--- src/quiro_pkg.sv ---
// Shared constants for the quad UART interrupt and ready output logic
`default_nettype none
package quiro_pkg;
  localparam int       NUM_CHAN       = 4;
  localparam int       MCR_WIDTH      = 8;
  localparam int       MCR_IRQ_EN_BIT = 3;
  localparam int       SYNC_STAGES    = 2;
  localparam int       CHAN_A         = 0;
  localparam int       CHAN_B         = 1;
  localparam int       CHAN_C         = 2;
  localparam int       CHAN_D         = 3;
  localparam logic     MODE_SEPARATE  = 1'h1;
  localparam logic     MODE_RW_LINE   = 1'h0;
  localparam logic     SELECT_ACTIVE  = 1'h0;
  localparam logic     READY_IDLE_N   = 1'h1;
  localparam logic     IRQ_IDLE_LEVEL = 1'h0;
  localparam logic     OVERRIDE_TIED  = 1'h1;
  localparam logic     PIN_ZERO       = 1'h0;
  localparam logic     PIN_DRIVEN     = 1'h1;
  localparam logic     PIN_FLOAT      = 1'h0;
endpackage
`default_nettype wire

--- src/quiro_sync2.sv ---
// Two-flop synchroniser for asynchronous pin inputs
`default_nettype none
module quiro_sync2
  import quiro_pkg::*;
#(
  parameter int   WIDTH      = 1,
  parameter logic RESET_LVL  = 1'h0
) (
  input  wire logic             clk_sys,
  input  wire logic             rst,
  input  wire logic [WIDTH-1:0] async_in,
  output var  logic [WIDTH-1:0] sync_out
);
  logic [WIDTH-1:0] stage1;

  ////////////////////////////////////////////////////////////////////////////
  // First stage feeds only the second stage
  always_ff @(posedge clk_sys) begin
    if (rst) begin
      stage1   <= {WIDTH{RESET_LVL}};
      sync_out <= {WIDTH{RESET_LVL}};
    end else begin
      stage1   <= async_in;
      sync_out <= stage1;
    end
  end
endmodule // quiro_sync2
`default_nettype wire

--- src/quiro_ready_out.sv ---
// Registered active-low per-channel and combined ready outputs
`default_nettype none
module quiro_ready_out
  import quiro_pkg::*;
#(
  parameter int CHANNELS = NUM_CHAN
) (
  input  wire logic                clk_sys,
  input  wire logic                rst,
  input  wire logic [CHANNELS-1:0] ready_in,
  output var  logic [CHANNELS-1:0] ready_n,
  output var  logic                any_ready_n
);
  ////////////////////////////////////////////////////////////////////////////
  // Per-channel status, inverted to the active-low pin sense
  always_ff @(posedge clk_sys) begin
    if (rst) begin
      ready_n <= {CHANNELS{READY_IDLE_N}};
    end else begin
      ready_n <= ~ready_in;
    end
  end

  ////////////////////////////////////////////////////////////////////////////
  // Wired-OR of active-low lines: low when any channel is ready
  always_ff @(posedge clk_sys) begin
    if (rst) begin
      any_ready_n <= READY_IDLE_N;
    end else begin
      any_ready_n <= ~(|ready_in);
    end
  end
endmodule // quiro_ready_out
`default_nettype wire

--- src/quiro_top.sv ---
// Interrupt pins, channel D select and ready outputs of a four-channel UART
`default_nettype none
//
// Contract
// - Separate-strobe mode: channel D select pin, active low, enables channel D.
// - Read/write-line mode: channel D select pin is ignored entirely.
// - Separate-strobe mode: first interrupt pin carries channel A interrupt only.
// - Separate-strobe mode: pin driven when its modem control bit 3 set or override high, else floats.
// - Read/write-line mode: first pin is device interrupt, active low, open drain.
// - Read/write-line mode: interrupt pins of channels B, C, D held at zero.
// - Separate-strobe mode: override input high enables all interrupt pins continuously.
// - Separate-strobe mode, override low: each channel's modem control bit 3 decides pin enable.
// - Variant without override pin behaves as though it were tied high.
// - Each channel has an active-low transmit-ready output from its status.
// - Each channel has an active-low receive-ready output from its status.
// - Combined transmit and receive ready outputs wire-OR the four channels.
module quiro_top
  import quiro_pkg::*;
#(
  parameter bit HAS_IRQ_SELECT_PIN = 1'b1
) (
  input  wire logic                 clk_sys,
  input  wire logic                 rst,
  input  wire logic                 bus_mode_sel,
  input  wire logic                 chan_d_select_n,
  input  wire logic                 irq_enable_override,
  input  wire logic [MCR_WIDTH-1:0] modem_control_reg_a,
  input  wire logic [MCR_WIDTH-1:0] modem_control_reg_b,
  input  wire logic [MCR_WIDTH-1:0] modem_control_reg_c,
  input  wire logic [MCR_WIDTH-1:0] modem_control_reg_d,
  input  wire logic                 chan_a_irq_pending,
  input  wire logic                 chan_b_irq_pending,
  input  wire logic                 chan_c_irq_pending,
  input  wire logic                 chan_d_irq_pending,
  input  wire logic                 chan_a_tx_status,
  input  wire logic                 chan_b_tx_status,
  input  wire logic                 chan_c_tx_status,
  input  wire logic                 chan_d_tx_status,
  input  wire logic                 chan_a_rx_status,
  input  wire logic                 chan_b_rx_status,
  input  wire logic                 chan_c_rx_status,
  input  wire logic                 chan_d_rx_status,
  output var  logic                 chan_d_access_en,
  output var  logic                 chan_a_irq_out,
  output var  logic                 chan_a_irq_out_oe,
  output var  logic                 chan_b_irq_out,
  output var  logic                 chan_b_irq_out_oe,
  output var  logic                 chan_c_irq_out,
  output var  logic                 chan_c_irq_out_oe,
  output var  logic                 chan_d_irq_out,
  output var  logic                 chan_d_irq_out_oe,
  output var  logic                 chan_a_tx_ready_n,
  output var  logic                 chan_b_tx_ready_n,
  output var  logic                 chan_c_tx_ready_n,
  output var  logic                 chan_d_tx_ready_n,
  output var  logic                 chan_a_rx_ready_n,
  output var  logic                 chan_b_rx_ready_n,
  output var  logic                 chan_c_rx_ready_n,
  output var  logic                 chan_d_rx_ready_n,
  output var  logic                 any_tx_ready_n,
  output var  logic                 any_rx_ready_n
);

  ////////////////////////////////////////////////////////////////////////////
  // Declarations
  logic [MCR_WIDTH-1:0] modem_control_reg [NUM_CHAN];
  logic [NUM_CHAN-1:0]  pending;
  logic [NUM_CHAN-1:0]  tx_status;
  logic [NUM_CHAN-1:0]  rx_status;
  logic [NUM_CHAN-1:0]  tx_ready_n;
  logic [NUM_CHAN-1:0]  rx_ready_n;
  logic [NUM_CHAN-1:0]  next_irq_en;
  logic [NUM_CHAN-1:0]  irq_out;
  logic [NUM_CHAN-1:0]  irq_oe;
  logic [2:0]           pins_sync;
  logic                 mode_sep;
  logic                 csd_n_sync;
  logic                 ovr_sync;
  logic                 ovr_eff;
  logic                 next_chan_d_en;
  logic [1:0]           flush_cnt;
  logic                 mode_known;

  function automatic logic irq_pin_enable(input logic ovr,
                                          input logic [MCR_WIDTH-1:0] mcr_val);
    irq_pin_enable = ovr | mcr_val[MCR_IRQ_EN_BIT];
  endfunction

  assign modem_control_reg[CHAN_A]    = modem_control_reg_a;
  assign modem_control_reg[CHAN_B]    = modem_control_reg_b;
  assign modem_control_reg[CHAN_C]    = modem_control_reg_c;
  assign modem_control_reg[CHAN_D]    = modem_control_reg_d;
  assign pending        = {chan_d_irq_pending, chan_c_irq_pending,
                           chan_b_irq_pending, chan_a_irq_pending};
  assign tx_status      = {chan_d_tx_status, chan_c_tx_status,
                           chan_b_tx_status, chan_a_tx_status};
  assign rx_status      = {chan_d_rx_status, chan_c_rx_status,
                           chan_b_rx_status, chan_a_rx_status};

  ////////////////////////////////////////////////////////////////////////////
  // Pin synchronisers; the select idles deasserted so reset never opens D
  quiro_sync2 #(
    .WIDTH     (3),
    .RESET_LVL (1'h0)
  ) u_sync_mode_ovr (
    .clk_sys  (clk_sys),
    .rst      (rst),
    .async_in ({bus_mode_sel, ~chan_d_select_n, irq_enable_override}),
    .sync_out (pins_sync)
  );

  assign mode_sep   = pins_sync[2];
  assign csd_n_sync = ~pins_sync[1];
  assign ovr_sync   = pins_sync[0];

  ////////////////////////////////////////////////////////////////////////////
  // Flush count: the synchronised mode is trusted only once both stages
  // have loaded since reset; until then the mode bit shows its reset level,
  // which would drive the channel B..D pins in the wrong mode
  always_ff @(posedge clk_sys) begin
    if (rst) begin
      flush_cnt <= 2'h0;
    end else if (!mode_known) begin
      flush_cnt <= flush_cnt + 2'h1;
    end
  end

  assign mode_known = (flush_cnt == 2'(SYNC_STAGES));

  ////////////////////////////////////////////////////////////////////////////
  // Channel D select
  assign next_chan_d_en = (mode_sep == MODE_SEPARATE) && (csd_n_sync == SELECT_ACTIVE);

  always_ff @(posedge clk_sys) begin
    if (rst) begin
      chan_d_access_en <= 1'h0;
    end else begin
      chan_d_access_en <= next_chan_d_en;
    end
  end

  ////////////////////////////////////////////////////////////////////////////
  // Interrupt enables; a part without the override pin runs as if tied high
  assign ovr_eff = HAS_IRQ_SELECT_PIN ? ovr_sync : OVERRIDE_TIED;

  // Override is only honoured in separate-strobe mode, where the system may drive it
  generate
    for (genvar ch = 0; ch < NUM_CHAN; ch++) begin : g_irq_en
      assign next_irq_en[ch] = irq_pin_enable(ovr_eff, modem_control_reg[ch]);
    end
  endgenerate

  ////////////////////////////////////////////////////////////////////////////
  // Interrupt pins; outputs float from reset until the mode is known
  always_ff @(posedge clk_sys) begin
    if (rst) begin
      irq_out <= {NUM_CHAN{IRQ_IDLE_LEVEL}};
      irq_oe  <= {NUM_CHAN{PIN_FLOAT}};
    end else if (!mode_known) begin
      irq_out <= {NUM_CHAN{IRQ_IDLE_LEVEL}};
      irq_oe  <= {NUM_CHAN{PIN_FLOAT}};
    end else if (mode_sep == MODE_SEPARATE) begin
      irq_out <= pending;
      irq_oe  <= next_irq_en;
    end else begin
      irq_out          <= {NUM_CHAN{PIN_ZERO}};
      irq_oe           <= {NUM_CHAN{PIN_DRIVEN}};
      irq_oe[CHAN_A]   <= |pending;
    end
  end

  assign chan_a_irq_out    = irq_out[CHAN_A];
  assign chan_a_irq_out_oe = irq_oe[CHAN_A];
  assign chan_b_irq_out    = irq_out[CHAN_B];
  assign chan_b_irq_out_oe = irq_oe[CHAN_B];
  assign chan_c_irq_out    = irq_out[CHAN_C];
  assign chan_c_irq_out_oe = irq_oe[CHAN_C];
  assign chan_d_irq_out    = irq_out[CHAN_D];
  assign chan_d_irq_out_oe = irq_oe[CHAN_D];

  ////////////////////////////////////////////////////////////////////////////
  // Ready outputs; status arrives from logic on this clock, so no synchroniser
  quiro_ready_out #(
    .CHANNELS (NUM_CHAN)
  ) u_tx_ready (
    .clk_sys     (clk_sys),
    .rst         (rst),
    .ready_in    (tx_status),
    .ready_n     (tx_ready_n),
    .any_ready_n (any_tx_ready_n)
  );

  quiro_ready_out #(
    .CHANNELS (NUM_CHAN)
  ) u_rx_ready (
    .clk_sys     (clk_sys),
    .rst         (rst),
    .ready_in    (rx_status),
    .ready_n     (rx_ready_n),
    .any_ready_n (any_rx_ready_n)
  );

  assign chan_a_tx_ready_n = tx_ready_n[CHAN_A];
  assign chan_b_tx_ready_n = tx_ready_n[CHAN_B];
  assign chan_c_tx_ready_n = tx_ready_n[CHAN_C];
  assign chan_d_tx_ready_n = tx_ready_n[CHAN_D];
  assign chan_a_rx_ready_n = rx_ready_n[CHAN_A];
  assign chan_b_rx_ready_n = rx_ready_n[CHAN_B];
  assign chan_c_rx_ready_n = rx_ready_n[CHAN_C];
  assign chan_d_rx_ready_n = rx_ready_n[CHAN_D];

  ////////////////////////////////////////////////////////////////////////////
  // Assertions
  // Interrupt antecedents skip the reset edge and the flush window; a_reset_idle and a_pin_float_flush check those
  a_reset_idle: assert property (@(posedge clk_sys)
    rst |=> (!chan_d_access_en && (irq_oe == {NUM_CHAN{PIN_FLOAT}}) && (&tx_ready_n) &&
             (&rx_ready_n) && any_tx_ready_n && any_rx_ready_n))
    else $error("outputs not idle after reset");

  a_chan_d_select: assert property (@(posedge clk_sys) disable iff (rst)
    (!rst && mode_sep && !csd_n_sync) |=> chan_d_access_en)
    else $error("channel D select not honoured");

  a_chan_d_release: assert property (@(posedge clk_sys) disable iff (rst)
    (!rst && !(mode_sep && !csd_n_sync)) |=> !chan_d_access_en)
    else $error("channel D open without its select");

  a_chan_d_ignored: assert property (@(posedge clk_sys) disable iff (rst)
    !mode_sep |=> !chan_d_access_en)
    else $error("channel D select active in read/write-line mode");

  a_irq_a_follows: assert property (@(posedge clk_sys) disable iff (rst)
    (!rst && mode_known && mode_sep) |=> (chan_a_irq_out == $past(chan_a_irq_pending)))
    else $error("channel A interrupt pin does not follow channel A");

  a_irq_levels_sep: assert property (@(posedge clk_sys) disable iff (rst)
    (!rst && mode_known && mode_sep) |=> (irq_out == $past(pending)))
    else $error("channel interrupt levels do not follow pending");

  a_irq_mcr_gate: assert property (@(posedge clk_sys) disable iff (rst)
    (!rst && mode_known && mode_sep && !ovr_eff) |=>
      (irq_oe == $past({modem_control_reg[CHAN_D][MCR_IRQ_EN_BIT], modem_control_reg[CHAN_C][MCR_IRQ_EN_BIT],
                        modem_control_reg[CHAN_B][MCR_IRQ_EN_BIT], modem_control_reg[CHAN_A][MCR_IRQ_EN_BIT]})))
    else $error("interrupt enable does not track modem control bit");

  a_pin_float_flush: assert property (@(posedge clk_sys) disable iff (rst)
    (!rst && !mode_known) |=> (irq_oe == {NUM_CHAN{PIN_FLOAT}}))
    else $error("interrupt pins driven before the mode is known");

  a_flush_bounded: assert property (@(posedge clk_sys) disable iff (rst)
    flush_cnt <= 2'(SYNC_STAGES))
    else $error("flush count ran past the synchroniser depth");

  a_irq_od_device: assert property (@(posedge clk_sys) disable iff (rst)
    (!rst && mode_known && !mode_sep) |=>
      (!chan_a_irq_out && (chan_a_irq_out_oe == $past(|pending))))
    else $error("device interrupt not open drain active low");

  a_rw_released: assert property (@(posedge clk_sys) disable iff (rst)
    (!rst && mode_known && !mode_sep && !(|pending)) |=> !chan_a_irq_out_oe)
    else $error("device interrupt pulled low with nothing pending");

  a_irq_bcd_zero: assert property (@(posedge clk_sys) disable iff (rst)
    (!rst && mode_known && !mode_sep) |=>
      (irq_oe[CHAN_D:CHAN_B] == 3'h7 && irq_out[CHAN_D:CHAN_B] == 3'h0))
    else $error("unused interrupt pins not held at zero");

  a_override_all: assert property (@(posedge clk_sys) disable iff (rst)
    (!rst && mode_known && mode_sep && ovr_eff) |=> (irq_oe == {NUM_CHAN{PIN_DRIVEN}}))
    else $error("override did not enable all interrupt pins");

  a_no_pin_tied: assert property (@(posedge clk_sys) disable iff (rst)
    (!rst && mode_known && !HAS_IRQ_SELECT_PIN && mode_sep) |=>
      (irq_oe == {NUM_CHAN{PIN_DRIVEN}}))
    else $error("pinless variant not continuously enabled");

  a_ready_tx_map: assert property (@(posedge clk_sys) disable iff (rst)
    !rst |=> ((tx_ready_n == ~$past(tx_status)) && (any_tx_ready_n == !$past(|tx_status))))
    else $error("transmit ready outputs mismatch");

  a_ready_rx_map: assert property (@(posedge clk_sys) disable iff (rst)
    !rst |=> ((rx_ready_n == ~$past(rx_status)) && (any_rx_ready_n == !$past(|rx_status))))
    else $error("receive ready outputs mismatch");

  a_ready_wired_or: assert property (@(posedge clk_sys) disable iff (rst)
    (any_tx_ready_n == (&tx_ready_n)) && (any_rx_ready_n == (&rx_ready_n)))
    else $error("combined ready outputs disagree with channel outputs");

  c_select_d: cover property (@(posedge clk_sys) disable iff (rst)
    mode_sep && !csd_n_sync ##1 chan_d_access_en);

  c_rw_irq: cover property (@(posedge clk_sys) disable iff (rst)
    !mode_sep ##1 chan_a_irq_out_oe);

  c_override: cover property (@(posedge clk_sys) disable iff (rst)
    mode_sep && ovr_eff && !modem_control_reg[CHAN_B][MCR_IRQ_EN_BIT] ##1 chan_b_irq_out_oe);

  c_all_ready: cover property (@(posedge clk_sys) disable iff (rst)
    (&tx_status) ##1 !any_tx_ready_n);

  c_flush_done: cover property (@(posedge clk_sys) disable iff (rst)
    !mode_known ##1 mode_known);

endmodule // quiro_top
`default_nettype wire

--- config.mk ---
export PLATFORM = sky130hd
export DESIGN_NAME = quiro_top
export DESIGN_NICKNAME = d
export VERILOG_FILES = /design/src/quiro_pkg.sv /design/src/quiro_sync2.sv /design/src/quiro_ready_out.sv /design/src/quiro_top.sv
export SDC_FILE = /design/constraint.sdc
export NUM_CORES = 1
export LEC_CHECK = 0
export ABC_AREA = 1
export BUFFER_PORTS_ARGS = -buffer_cell sky130_fd_sc_hd__buf_2
export CAP_MARGIN = 20
export CORE_UTILIZATION = 36
export DETAILED_ROUTE_END_ITERATION = 10
export PLACE_DENSITY = 0.76
export SLEW_MARGIN = 20
export SYNTH_ARGS = -nofsm -noshare
export SYNTH_HDL_FRONTEND = slang
export SYNTH_SLANG_ARGS = --single-unit
--- constraint.sdc ---
create_clock -name clk_sys -period 1.25 [get_ports clk_sys]
set_clock_uncertainty 0.1 [all_clocks]
set_input_delay 0.1875 -clock clk_sys [delete_from_list [all_inputs] [get_ports clk_sys]]
set_output_delay 0.1875 -clock clk_sys [all_outputs]
set_load 0.02 [all_outputs]
# == After elaboration in Yosys (flattened, before gate mapping) ==
# Cells that the tools add are included.
# W data, S select, Z words.
# op_classes
addsub,1
eq_ne,1
muxes,1
bitwise,11
reduce_logical,6
# op_table
operator,n
$reduce_or A4 Y1,3
$not A4 Y4,2
$not A1 Y1,5
$mux W4,1
$or A1 B1 Y1,4
$reduce_or A3 Y1,1
$add A2 B1 Y2 const B,1
$eq A2 B2 Y1 const B,1
$reduce_or A2 Y1,1
$logic_and A1 B1 Y1,1
# word_totals
regBits,27
output_inout_bits,19
elab_cells,30

# == Depth between registers and ports, before layout ==
# logic_depth
depth_word,3
depth_mapped,6
depth_no_buf,6

# == Hierarchy ==
# A second synthesis with hierarchy kept.
# unflattened
hier_cells,96
hier_area_um2,825.8
# by_module_without_submodules
module,instances,cells_per_inst,area_each_um2,seq_area_each_um2
quiro_top,1,50,392.9,220.2
quiro_ready_out,2,14,133.9,100.1
quiro_sync2,1,18,165.2,120.1

# == Worst setup path before layout ==
# No wires, ideal clock.
# synth_path
kind,register -> register
from,reg flush_cnt[0]
to,reg irq_out[0]
setup_ns,0.064
arrival_ns,0.852
t_required_ns,1.086
path_slack_ns,0.235
stages_incl_launch_ff,7
n_path_buf,0
period_less_slack_ns,1.015
path_cell_list,dfxtp_1 -> inv_1 -> ha_1 -> inv_2 -> nor2_4 -> nand2_2 -> nor2_1
# synth_between
elab_chain_cells,3
# synth_lines
item,line_no,rtl
from (decl),quiro_top.sv:81,logic [1:0] flush_cnt;
from (signal assigned),quiro_top.sv:124,flush_cnt <= flush_cnt + 2'h1;
$eq A2 B2 Y1,quiro_top.sv:128,assign mode_known = (flush_cnt == 2'(SYNC_STAGES));
$not A1 Y1 (no line),--,
$reduce_or A3 Y1 (no line),--,
to (signal assigned),quiro_top.sv:157,irq_out <= {NUM_CHAN{IRQ_IDLE_LEVEL}};
to (signal assigned),quiro_top.sv:160,irq_out <= {NUM_CHAN{IRQ_IDLE_LEVEL}};
to (signal assigned),quiro_top.sv:163,irq_out <= pending;
to (decl),quiro_top.sv:73,logic [NUM_CHAN-1:0] irq_out;
# No other way between the ends.
# A chain may end at the register's enable or synchronous reset.

# == Final worst setup path ==
# layout_path
from,reg u_rx_ready.ready_n[3]
to,out chan_d_rx_ready_n
# layout_lines
item,line_no,rtl
from (decl),quiro_ready_out.sv:11,"output var logic [CHANNELS-1:0] ready_n,"
from (signal assigned),quiro_ready_out.sv:18,ready_n <= {CHANNELS{READY_IDLE_N}};
from (signal assigned),quiro_ready_out.sv:20,ready_n <= ~ready_in;
to (decl),quiro_top.sv:59,"output var logic chan_d_rx_ready_n,"
# No word-level cell between the ends.

==> impl_results.md <==
* Clock Path Buffers at 2
* Synthesized Nets at between 100 and 150
* Switching power share of the total at 0.277
* Met2 Use GR at 0.349
* Most common cell after layout, fill and taps aside: buf_2
* Multiplexer area fraction after synthesis at 0
* Gr usage total at 0.169
* Final GP Congestion at ~0.69
* Std cell rows at 16
* Antenna diode count at 0
* Slew @ Worst Pin at 0.236 ns
* Pint at ~0.0012 W
* Met3 Use GR at 0.0525
* Drt pass-1 iters at 4
* Delay-heaviest family, CP: flip-flops
* Sequential power share at 0.575
* Core ar. at 0.00206 mm2
* Initial core utilization at 0.399
* Synth area leaders: dfxtp_1 66%, nor2_1 11%, nand2_1 8.2%
* Crit Path Max Fanout at 1
* Tmin final at ~1.1 ns
* Drt drc at 0
* Register area share after synthesis at 0.658
* Compound-cell area share of the yosys netlist at 0.0122
* CTS root buf: clkbuf_4
* Busiest layer in global routing: met2
* Crit path kind: flop to primary output
* CP Data Arrival Time at 0.84 ns
* Flops & latches, synth at 27
* First DRT Iteration DRCs at 5
* Synth warn at 0
* # nets final at about 210
* Final design utilization at 0.608
* Post-Synthesis Cells at 94
* Post-CTS setup repair buffer count at 0
* Largest family of logic cells by synthesized area: simple AND/OR/NAND/NOR gates
* Worst path max stage delay at about 0.35 ns
* H-tree levels at 1
* Status: finished, final reports clean
* Pleak at about 0.64 nW
* Setup_tns at 0 ns
* VDD IR max at about 0.00081 V
* CP startpoint kind: flop
* Unrepaired setup endpoints after global routing: false
* Mapped Area at between 800 and 900 um2
* Remaining antenna violation count at 0
* Worst EP required at about 0.96 ns
* Routed len/inst at 9.85 um
* CTS Buf Count at 3
* Total wire length at about 1800 um
* Worst path bufs/invs at 1
* Fillers at 180
* First-pass GRT wire length at roughly 3000 um
* Met1 GRT Util at 0.139
* Max_slew headroom at 0.843
* Most frequent cells in the layout: 39 x buf_2, 27 x dfxtp_1, 23 x nor2_1
* Synth unique cells at 12
* IO Count at 68
* FMAX at 890 MHz
* Slowest-stage cell, CP: dfxtp_1
* Max Cap Violations at 0
* Worst-path cell chain: buf_2
* Area post-placement at roughly 0.0010 mm2
* Combinational share of power at 0.208
* Synth area leader: dfxtp_1
* Vias in the first global route at approximately 730
* Worst-Skew Late Latency at between 0.3 and 0.4 ns
* Vias/cell at ~4
* Fin. Hold Viols at 0
* Initial antenna violation count at 0
* PD cells at 1330 mW/mm2
* Xor/xnor share of the synthesized area at 0
* Num Clock Sinks at 27
* Multi-input gate area at approximately 220 um2
* Clock network power share at 0.218
* Global route total overflow at 0
* NetSw at around 0.00046 W
* DR vias at approximately 730
* Die width at 49.8 um
* Largest net degree at the start of global routing at 16
* Final Cycle Share at 0.899
* Final Max Tran Viols at 0
* Syn-to-layout area delta at 52.5%
* I/O Buffers at 39
* Post-synthesis adder-cell area fraction at 0.0152
* Post-Layout Inst Area at 0.00125 mm2
* Share of the synthesized area in the top cell type at 0.658
* Storage element area at 541 um2
* Die area at approximately 0.0025 mm2
* HP Class: input pin to flop
* Simple-gate share of the synthesized area at 0.233
* Setup crit end kind: primary output
* Reg clk slew, reported paths at 0.13 ns
* Synth Area per Inst at 8.75 um2
* Post-DP HPWL at about 1100 um
* CTS tree: yes
* Die Span Y at between 40 and 50 um
* Share of cells above drive strength 1 at 0.318
* Final setup viols at 0
## area by class of cell
class,instances,area share
clock buffer,3,0.0180
clock inverter,1,0.00399
inverter,16,0.0479
multi-input combinational,50,0.173
sequential,27,0.431
tap,27,0.0269
timing repair buffer,57,0.299
## state kept, by name, summed over array words and instances (netlist names), 2 cells and up
| name | cells |
|---|---|
| irq_out | 4 |
| u_sync_mode_ovr.sync_out | 3 |
| u_tx_ready.ready_n | 4 |
| flush_cnt | 2 |
| irq_oe | 4 |
| u_sync_mode_ovr.stage1 | 3 |
| u_rx_ready.ready_n | 4 |
## stage by stage
| step | power (W) | hold WS (ns) | setup slack (ns) | std cells |
|---|---|---|---|---|
| after CTS | 0.00168 | 0.0648 | 0.0955 | 181 |
| after detailed placement | 0.00128 | 0.249 | 0.124 | 159 |
| after global routing | 0.00176 | 0.0824 | 0.0272 | 181 |
| after global placement | 0.00126 | 0.247 | 0.189 | 159 |
| final | 0.00167 | 0.0742 | 0.127 | 181 |
| after floorplan | 0.00117 | 0.157 | 0.235 | 94 |
## layer usage
metal / vias to the layer above / routed length, um
li1: 394 / -
met3: 2 / 112
met4: 0 / 19
met1: 304 / 686
met5: - / 0
met2: 27 / 962
## cells by family after synthesis
| group | after synthesis |
|---|---|
| AND/OR/NAND/NOR | 47 |
| flip-flops | 27 |
| buffers and inverters | 17 |
| AO/OA/AOI/OAI | 2 |
| adder cells (fa/ha/maj) | 1 |
## repair_timing
item	in CTS	in global routing
endpoints found under the setup margin	0	2
gates resized for setup	0	1
hold endpoints to repair	20	0
hold buffers	18	0
## power by group through the flow
stage | clock (W) | sequential (W) | combinational, W
detailed placement | 0 | 0.000981 | 0.000299
global route | 0.000407 | 0.000969 | 0.000386
floorplan | 0 | 0.00103 | 0.000141
CTS | 0.000378 | 0.000961 | 0.000342
global placement | 0 | 0.000976 | 0.000280
finish | 0.000364 | 0.000961 | 0.000348
## path summary, 6_finish.rpt
path / depth (start not counted) / to / slack (ns) / start
setup / recovery: 1 / chan_d_rx_ready_n / 0.13 / u_rx_ready.ready_n[3]
hold / removal: 2 / u_sync_mode_ovr.stage1[1] / 0.07 / rst
setup reg to reg: 6 / irq_out[3] / 0.14 / flush_cnt[0]
hold reg to reg: 2 / u_sync_mode_ovr.sync_out[0] / 0.31 / u_sync_mode_ovr.stage1[0]
## synthesized netlist by cell type, drive strengths merged
cell,instances
a21oi,2
ha,1
nor2,24
buf,1
nand2,19
nor3,3
nand3,1
dfxtp,27
inv,16
Note: power is estimated with default switching activity, not from simulation.
